### config.mk
export PLATFORM = sky130hd
export DESIGN_NAME = rsse_exec
export DESIGN_NICKNAME = d
export VERILOG_FILES = /design/src/design/rsse_pkg.sv /design/src/design/rsse_mem_if.sv /design/src/design/rsse_file_ram.sv /design/src/design/rsse_exec.sv
export SDC_FILE = /design/constraint.sdc
export NUM_CORES = 1
export LEC_CHECK = 0
export BUFFER_PORTS_ARGS = -buffer_cell sky130_fd_sc_hd__buf_2
export CAP_MARGIN = 20
export CORE_MARGIN = 5
export CORE_UTILIZATION = 56
export DETAILED_ROUTE_END_ITERATION = 10
export GPL_TIMING_DRIVEN = 0
export PLACE_DENSITY_LB_ADDON = 0.15
export SYNTH_ARGS = -nofsm -noshare
export SYNTH_HDL_FRONTEND = slang
export SYNTH_SLANG_ARGS = --single-unit
### constraint.sdc
create_clock -name i_clock -period 7.24 [get_ports i_clock]
set_input_delay 0.362 -clock i_clock [delete_from_list [all_inputs] [get_ports i_clock]]
set_output_delay 0.362 -clock i_clock [all_outputs]
set_load 0.02 [all_outputs]
### src/design/rsse_pkg.sv
// rsse_pkg: constants for the rotate/subtract/halt execution datapath.
// assumes a single 20 MHz core clock and an APB register port with 32-bit data.
package rsse_pkg;

    // register byte offsets
    localparam logic [7:0] RSSE_OFF_CMD    = 8'h00;
    localparam logic [7:0] RSSE_OFF_WREG   = 8'h04;
    localparam logic [7:0] RSSE_OFF_STATUS = 8'h08;
    localparam logic [7:0] RSSE_OFF_WDOG   = 8'h0c;
    localparam logic [7:0] RSSE_OFF_FADDR  = 8'h10;
    localparam logic [7:0] RSSE_OFF_FDATA  = 8'h14;

    // command word layout
    localparam int RSSE_CMD_OP_LSB  = 0;
    localparam int RSSE_CMD_DEST    = 2;
    localparam int RSSE_CMD_FA_LSB  = 8;
    localparam int RSSE_CMD_LIT_LSB = 16;

    // status word layout
    localparam int RSSE_ST_CARRY = 0;
    localparam int RSSE_ST_DC    = 1;
    localparam int RSSE_ST_ZERO  = 2;
    localparam int RSSE_ST_PD    = 3;
    localparam int RSSE_ST_TO    = 4;
    localparam int RSSE_ST_SLEEP = 5;

    // watchdog read word: prescaler low byte, counter next byte
    localparam int RSSE_WD_CNT_LSB = 8;

    // reset values
    localparam logic [7:0] RSSE_W_RST  = 8'h00;
    localparam logic       RSSE_TO_RST = 1'b1;
    localparam logic       RSSE_PD_RST = 1'b1;

    localparam int RSSE_FILE_DEPTH = 128;
    localparam int RSSE_FA_W       = 7;

    typedef enum logic [1:0] {
        RSSE_OP_ROTL  = 2'h0,
        RSSE_OP_ROTR  = 2'h1,
        RSSE_OP_SUB   = 2'h2,
        RSSE_OP_SLEEP = 2'h3
    } rsse_op_t;

    typedef enum logic [3:0] {
        RSSE_IDLE  = 4'b0001,
        RSSE_FETCH = 4'b0010,
        RSSE_EXEC  = 4'b0100,
        RSSE_HALT  = 4'b1000
    } rsse_state_t;

endpackage : rsse_pkg

### src/design/rsse_mem_if.sv
// rsse_mem_if: single port between the execution unit and its file registers.
// assumes both ends share the core clock.
`timescale 1ns/10ps
`default_nettype none
interface rsse_mem_if;
    logic       we;
    logic [6:0] addr;
    logic [7:0] wdata;
    logic [7:0] rdata;

    modport ctrl (output we, output addr, output wdata, input rdata);
    modport mem  (input we, input addr, input wdata, output rdata);
endinterface : rsse_mem_if
`default_nettype wire

### src/design/rsse_file_ram.sv
// rsse_file_ram: 128 x 8 file register store, read data registered.
// assumes address and write data held stable around the write edge.
`timescale 1ns/10ps
`default_nettype none
module rsse_file_ram
    import rsse_pkg::*;
(
    input  wire logic   i_clock,   // core clock
    input  wire logic   i_resetn,  // async reset, active low
    rsse_mem_if.mem     bus        // port from the execution unit
);
    logic [7:0] store [RSSE_FILE_DEPTH];
    logic [7:0] rdata_d;
    logic [7:0] rdata_q;

    // read-before-write: a read at the write address sees the old byte
    always_comb
    begin
        rdata_d = store[bus.addr];
    end

    always_ff @(posedge i_clock or negedge i_resetn)
    begin
        if (!i_resetn)
            rdata_q <= 8'h00;
        else
            rdata_q <= rdata_d;
    end

    // array has no reset so it can map onto plain ram
    always_ff @(posedge i_clock)
    begin
        if (bus.we)
            store[bus.addr] <= bus.wdata;
    end

    assign bus.rdata = rdata_q;
endmodule : rsse_file_ram
`default_nettype wire

### src/design/rsse_exec.sv
// rsse_exec: executes rotate-through-carry, literal-minus-working and halt.
// assumes an APB master on the core clock and a wake pulse from outside.
//
// Decided for this implementation: the register offsets and the APB register port.
`timescale 1ns/10ps
`default_nettype none
// Behaviour
// - rotate left: carry in bit0, bit7 out
// - rotate right: carry in bit7, bit0 out
// - destination bit picks working or file register
// - halt clears watchdog, prescaler; sets timeout, clears powerdown
// - halt stops oscillator until wake
// - literal minus working; carry when no borrow
// - digit carry clear when low nibble borrows
module rsse_exec
    import rsse_pkg::*;
(
    input  wire logic        i_clock,    // core clock, 20 MHz
    input  wire logic        i_resetn,   // async reset, active low
    input  wire logic        i_psel,     // apb select
    input  wire logic        i_penable,  // apb access phase
    input  wire logic        i_pwrite,   // apb direction
    input  wire logic [7:0]  i_paddr,    // apb byte address
    input  wire logic [31:0] i_pwdata,   // apb write data
    input  wire logic        i_wake,     // wake event, ends halt
    output logic      [31:0] o_prdata,   // apb read data
    output logic             o_pready,   // apb ready
    output logic             o_pslverr,  // apb error, unmapped address
    output logic             o_osc_run,  // main oscillator running
    output logic             o_sleeping  // halt state
);
    rsse_mem_if mem ();

    rsse_file_ram u_ram (
        .i_clock  (i_clock),
        .i_resetn (i_resetn),
        .bus      (mem.mem)
    );

    function automatic logic [8:0] rot_thru_carry(input logic [7:0] v, input logic c, input logic left);
        if (left)
            rot_thru_carry = {v[7], v[6:0], c};
        else
            rot_thru_carry = {v[0], c, v[7:1]};
    endfunction : rot_thru_carry

    rsse_state_t state_q, state_d;
    logic [7:0]  w_q, w_d;
    logic        c_q, c_d, dc_q, dc_d, z_q, z_d, to_q, to_d, pd_q, pd_d;
    logic [7:0]  wdog_q, wdog_d, presc_q, presc_d;
    logic [6:0]  faddr_q, faddr_d, cmd_fa_q, cmd_fa_d;
    logic        cmd_left_q, cmd_left_d, cmd_dest_q, cmd_dest_d;
    logic [31:0] prdata_q, prdata_d;
    logic        rdok_q, rdok_d, memok_q, memok_d;

    logic        busy, mapped, acc, wr_acc, cmd_go, sub_go, sleep_go, faddr_wr;
    rsse_op_t    op;
    logic [7:0]  lit, sub_res, exec_res;
    logic [8:0]  rot;
    logic        exec_rot;

    assign busy     = state_q == RSSE_FETCH || state_q == RSSE_EXEC;
    assign mapped   = i_paddr inside {RSSE_OFF_CMD, RSSE_OFF_WREG, RSSE_OFF_STATUS,
                                      RSSE_OFF_WDOG, RSSE_OFF_FADDR, RSSE_OFF_FDATA};
    assign o_pready = i_psel && i_penable && rdok_q && !busy;
    assign o_pslverr = o_pready && !mapped;
    assign acc      = o_pready;
    assign wr_acc   = acc && i_pwrite && mapped;
    assign op       = rsse_op_t'(i_pwdata[RSSE_CMD_OP_LSB +: 2]);
    assign lit      = i_pwdata[RSSE_CMD_LIT_LSB +: 8];
    // commands written while halted are dropped: execution has ceased
    assign cmd_go   = wr_acc && i_paddr == RSSE_OFF_CMD && state_q == RSSE_IDLE;
    assign sub_go   = cmd_go && op == RSSE_OP_SUB;
    assign sleep_go = cmd_go && op == RSSE_OP_SLEEP;
    assign faddr_wr = wr_acc && i_paddr == RSSE_OFF_FADDR;
    assign sub_res  = lit - w_q;
    assign exec_rot = state_q == RSSE_EXEC;
    assign rot      = rot_thru_carry(mem.rdata, c_q, cmd_left_q);
    assign exec_res = rot[7:0];

    // file port: the command owns it while fetching/executing
    always_comb
    begin
        mem.addr  = busy ? cmd_fa_q : faddr_q;
        mem.we    = (exec_rot && cmd_dest_q) || (wr_acc && i_paddr == RSSE_OFF_FDATA);
        mem.wdata = exec_rot ? exec_res : i_pwdata[7:0];
    end

    always_comb
    begin
        state_d    = state_q;
        w_d        = w_q;
        c_d        = c_q;
        dc_d       = dc_q;
        z_d        = z_q;
        to_d       = to_q;
        pd_d       = pd_q;
        cmd_fa_d   = cmd_fa_q;
        cmd_left_d = cmd_left_q;
        cmd_dest_d = cmd_dest_q;
        faddr_d    = faddr_wr ? i_pwdata[RSSE_FA_W-1:0] : faddr_q;
        // watchdog keeps its own time base, so it runs during halt too
        presc_d    = presc_q + 8'h01;
        wdog_d     = (presc_q == 8'hff) ? wdog_q + 8'h01 : wdog_q;
        if (wr_acc && i_paddr == RSSE_OFF_WREG)
            w_d = i_pwdata[7:0];
        if (wr_acc && i_paddr == RSSE_OFF_STATUS)
        begin
            c_d  = i_pwdata[RSSE_ST_CARRY];
            dc_d = i_pwdata[RSSE_ST_DC];
            z_d  = i_pwdata[RSSE_ST_ZERO];
        end
        unique case (state_q)
            RSSE_IDLE:
            begin
                if (cmd_go && (op == RSSE_OP_ROTL || op == RSSE_OP_ROTR))
                begin
                    cmd_fa_d   = i_pwdata[RSSE_CMD_FA_LSB +: RSSE_FA_W];
                    cmd_left_d = op == RSSE_OP_ROTL;
                    cmd_dest_d = i_pwdata[RSSE_CMD_DEST];
                    state_d    = RSSE_FETCH;
                end
                if (sub_go)
                begin
                    w_d  = sub_res;
                    c_d  = w_q <= lit;
                    dc_d = w_q[3:0] <= lit[3:0];
                    z_d  = sub_res == 8'h00;
                end
                if (sleep_go)
                begin
                    wdog_d  = 8'h00;
                    presc_d = 8'h00;
                    to_d    = 1'b1;
                    pd_d    = 1'b0;
                    state_d = RSSE_HALT;
                end
            end
            RSSE_FETCH:
                state_d = RSSE_EXEC;
            RSSE_EXEC:
            begin
                c_d = rot[8];
                if (!cmd_dest_q)
                    w_d = exec_res;
                state_d = RSSE_IDLE;
            end
            RSSE_HALT:
                if (i_wake)
                    state_d = RSSE_IDLE;
            default:
                state_d = RSSE_IDLE;
        endcase
    end

    // read data is sampled a cycle ahead; rdok says the sample is usable
    always_comb
    begin
        prdata_d = 32'h0000_0000;
        unique case (i_paddr)
            RSSE_OFF_CMD:    prdata_d = 32'h0000_0000;
            RSSE_OFF_WREG:   prdata_d = {24'h00_0000, w_q};
            RSSE_OFF_STATUS: prdata_d = {26'h000_0000, state_q == RSSE_HALT, to_q, pd_q, z_q, dc_q, c_q};
            RSSE_OFF_WDOG:   prdata_d = {16'h0000, wdog_q, presc_q};
            RSSE_OFF_FADDR:  prdata_d = {25'h000_0000, faddr_q};
            RSSE_OFF_FDATA:  prdata_d = {24'h00_0000, mem.rdata};
            default:         prdata_d = 32'h0000_0000;
        endcase
        memok_d = !busy && !mem.we && !faddr_wr;
        rdok_d  = i_psel && !busy && (i_paddr != RSSE_OFF_FDATA || memok_q);
    end

    always_ff @(posedge i_clock or negedge i_resetn)
    begin
        if (!i_resetn)
        begin
            state_q    <= RSSE_IDLE;
            w_q        <= RSSE_W_RST;
            c_q        <= 1'b0;
            dc_q       <= 1'b0;
            z_q        <= 1'b0;
            to_q       <= RSSE_TO_RST;
            pd_q       <= RSSE_PD_RST;
            wdog_q     <= 8'h00;
            presc_q    <= 8'h00;
            faddr_q    <= 7'h00;
            cmd_fa_q   <= 7'h00;
            cmd_left_q <= 1'b0;
            cmd_dest_q <= 1'b0;
            prdata_q   <= 32'h0000_0000;
            rdok_q     <= 1'b0;
            memok_q    <= 1'b0;
        end
        else
        begin
            state_q    <= state_d;
            w_q        <= w_d;
            c_q        <= c_d;
            dc_q       <= dc_d;
            z_q        <= z_d;
            to_q       <= to_d;
            pd_q       <= pd_d;
            wdog_q     <= wdog_d;
            presc_q    <= presc_d;
            faddr_q    <= faddr_d;
            cmd_fa_q   <= cmd_fa_d;
            cmd_left_q <= cmd_left_d;
            cmd_dest_q <= cmd_dest_d;
            prdata_q   <= prdata_d;
            rdok_q     <= rdok_d;
            memok_q    <= memok_d;
        end
    end

    assign o_prdata   = prdata_q;
    assign o_osc_run  = state_q != RSSE_HALT;
    assign o_sleeping = state_q == RSSE_HALT;
endmodule : rsse_exec
`default_nettype wire

==> results by group <==
Power and ir drop
  • P_leak: 15.5 nW
  • Max IR drop VDD: 175 uV
  • Comb pwr share: 0.026
  • Clock Power Share: 0.434
  • Power density cells: about 270 nW/um^2
  • Internal: just over 10 mW
  • NetSw: approximately 2.6 mW
  • Sw Share: 0.203
  • Pwr Total: roughly 13 mW
  • Sequential share of power: 0.539

Worst setup path
  • Endpoint type of the worst setup path: flop
  • Setup slack, reg-to-reg: slightly below 2000 ps
  • CP Data Arrival Time: approximately 5700 ps
  • Worst r2r src: state_q[3]$_DFFE_PN0P_
  • Reg-to-reg endpoint: u_ram.bus.rdata[4]$_DFF_PN0_
  • Critical path cell sequence: nor2_1 > nand2_2 > buf_6 > buf_6 > buf_6 > a31oi_2 > clkbuf_1 > a31oi_1 > o41ai_1 > o2111ai_1
  • Reg2Reg Depth: 10
  • WS Path Type: flop to flop
  • Startpoint Class: flop
  • Worst path slowest cell: o41ai_1
  • Setup crit start: state_q[3]$_DFFE_PN0P_
  • Critical Path RT: 7620 ps
  • CP peak stage delay: ~1000 ps
  • Critical path's most frequent cell: buf_6
  • Worst-path fanout max: 10

STA
  • Final Hold Viols: 0
  • Final critical-path share of the clock period: 0.730
  • Unrepaired setup endpoints after global routing: no
  • Total Neg Setup Slack: 0 ps
  • Max Slew Vio Count: 0
  • Max Clk Rate: 189 MHz
  • Setup Skew: between 15 and 20 ps
  • Tmin final: 5280 ps
  • Worst Tran Pin Value: around 1300 ps
  • Setup violators final: 0
  • Slew Limit Headroom: 0.152

Placed design
  • Port Buf Inserts: 54
  • Post-DP HPWL: 83700 um
  • RePlAce Congestion: ~0.93

Synth
  • Synth Area per Inst: ~17 um^2
  • Post-Syn Area: about 42000 um^2
  • Async SR Flop Fraction: 0.0674
  • Synthesized flop and latch total: approximately 1100
  • Main flop type after synthesis: edfxtp_1
  • Count of cell types in the netlist: 63
  • Sequential area share after synthesis: 0.776
  • Area share of the largest cell type after synthesis: 0.732
  • Synth area leaders: edfxtp_1 73%, a22oi_1 4.3%, dfrtp_1 4.3%
  • Syn Inst Count: 2495
  • Number of synthesized flops with an enable pin: approximately 1000
  • Yosys synthesis warning count: 0
  • Synth area leader: edfxtp_1

Routing
  • WL final: 120000 um
  • Antenna viol nets, final: 0
  • Vias per cell: slightly below 7
  • Total number of vias: around 26000
  • Post-detailed-route wirelength per cell: between 30 and 40 um
  • Pre-Repair DR Iteration Count: 6
  • Drt drc: 0
  • Initial DRC Count: roughly 3300

Clocking
  • H-tree levels: 3
  • TritonCTS buffer count: approximately 110
  • TritonCTS clock tree: done
  • CTS clock-pin slew for the worst setup and hold paths: approximately 60 ps
  • CTS max path bufs: 3
  • CTS resizes: 0
  • CTS root buffer: clkbuf_16
  • Skew-Pair Late Insertion Delay: 670 ps
  • # clock sinks: 1098

Floorplan
  • Die Y: roughly 280 um
  • Core area: about 74000 um^2
  • Die Span X: ~280 um
  • Num ports: 82
  • DIE AREA: about 81000 um^2
  • Initial Util: 0.565
  • Row count: 100

Finish
  • Layout cell share with drive strength beyond 1: 0.137
  • Most frequent cells in the layout: 1024 x edfxtp_1, 242 x a22oi_1, 173 x nor2_1
  • Leading cell type in the layout, fill and taps excluded: edfxtp_1
  • Area Growth Syn to Fin: 14.4%
  • Final core occ: 0.646
  • Final nets: 2790

Global routing
  • Layer with the highest usage: met2
  • First-pass GRT wire length: between 150000 and 200000 um
  • Met3 Use GR: 0.0737
  • GRT met1 Usage: 0.389
  • Largest net degree at the start of global routing: 100
  • Routing usage on met2: 0.461
  • GR Overflow Total: 0
  • Number of global-route vias before repair: between 20000 and 30000
  • Antenna violations before repair: 2
  • Tot GR Track Use: 0.292

Min path
  • Worst Hold Path EP: cmd_left_q$_DFFE_PN0P_
  • Hold Crit Class: input port to flop
  • Hold depth: 2
  • Hold Startpoint: i_pwdata[0]

Run
  • Max-cap check violation count: 0

Status
  • Status: finished, final reports clean
## worst max-delay path, delay by kind of cell, from the launching register on
| family | cells | cell delay, ps |
|---|---|---|
| AOI/OAI and AO/OA | 4 | 2620 |
| and+or+nand+nor | 2 | 580 |
| DFF | 1 | 420 |
| buffers and inverters | 4 | 1350 |
## kinds of logic after synthesis
family	count (synthesis)	synth area share
xor gates and xnor gates	20	0.00435
adders and majority gates	15	0.00464
DFF	1098	0.776
AOI/OAI and AO/OA	742	0.136
and+or+nand+nor	328	0.0354
muxes	85	0.0209
other	1	0.0000892
buffers and inverters	206	0.0230
## cell type report
| type | instances | area (um^2) |
|---|---|---|
| Multi-Input combinational cell | 1206 | 8630 |
| Buffer | 182 | 877 |
| Tap cell | 969 | 1210 |
| Inverter | 24 | 90.1 |
| Clock buffer | 145 | 3100 |
| Sequential cell | 1098 | 32600 |
| Clock inverter | 57 | 487 |
| Fill cell | 5101 | 26300 |
| Timing Repair Buffer | 108 | 1110 |
| Antenna cell | 1 | 2.50 |
## power by group through the flow
stage / Sequential [mW] / Clock [mW] / Combinational (mW)
floorplan: 7.12 / 0 / 0.153
global placement: 7.15 / 0 / 0.275
detailed placement: 7.11 / 0 / 0.327
CTS: 6.98 / 5.64 / 0.334
global route: 6.97 / 5.93 / 0.360
finish: 6.98 / 5.62 / 0.341
## layer usage
| metal | vias up | share of wire | wire length, um |
|---|---|---|---|
| met3 | 303 | 0.11 | 13100 |
| met1 | 13000 | 0.37 | 45000 |
| met4 | 2 | 0.050 | 6010 |
| li1 | 10700 | - | - |
| met5 | - | 0.00010 | 12 |
| met2 | 1632 | 0.47 | 56400 |
## stage by stage
stage                     cells  setup WS (ps)  cell area (um^2)  hold slack [ps]
after global routing       3789           1990             48100             1.75
final                      3790           1960             48100             10.3
after floorplan            2510           1140             42100             66.4
after detailed placement   3572           2210             44400              485
after CTS                  3788           2170             48100             4.42
after global placement     3533          -3800             43600              475
## flip-flops by register name, indices dropped and copies added, names as in the netlist, 4 cells and up
register	cells
w_q	8
wdog_q	8
cmd_fa_q	7
u_ram.store	1024
presc_q	8
o_prdata	16
u_ram.bus.rdata	8
faddr_q	7
state_q	4
## Yosys cell counts (5+ instances only)
library cell,count
edfxtp_1,1024
a22oi_1,242
nor2_1,173
a31oi_1,123
a22o_1,120
a221oi_1,110
clkbuf_1,97
dfrtp_1,72
mux2i_1,65
nand2_1,49
buf_2,38
a21oi_1,27
inv_1,24
o22ai_1,22
o41ai_1,22
buf_4,19
mux2_2,19
buf_1,18
o21ai_0,17
nand3_1,16
ha_1,14
xor2_1,14
and2_1,12
a221oi_2,10
buf_6,10
nand2b_1,9
nor2b_1,9
nor3_1,9
or2_2,9
or3_1,9
o2111ai_1,8
nor4_1,7
nand3b_1,6
nand4_1,6
nor3b_1,6
o211ai_1,6
o21bai_1,6
a21o_1,5
and3_1,5
xnor2_1,5
## worst max path at each step
stage | to | slack [ps] | cells after the start
after floorplan | u_ram.store[0][5]$_DFFE_PP_ | 1140 | 6
after global placement | u_ram.store[18][5]$_DFFE_PP_ | -3800 | 6
after detailed placement | u_ram.bus.rdata[4]$_DFF_PN0_ | 2210 | 10
after CTS | u_ram.bus.rdata[4]$_DFF_PN0_ | 2170 | 10
after global routing | u_ram.store[46][1]$_DFFE_PP_ | 1990 | 9
final | u_ram.bus.rdata[4]$_DFF_PN0_ | 1960 | 10
## what timing repair did
item / CTS / global route
endpoints found under the setup margin: 0 / 0
hold buffers: 14 / 0
hold endpoints to repair: 85 / 0
setup buffers: 0 / 0
(Power assumes the default switching activity.)
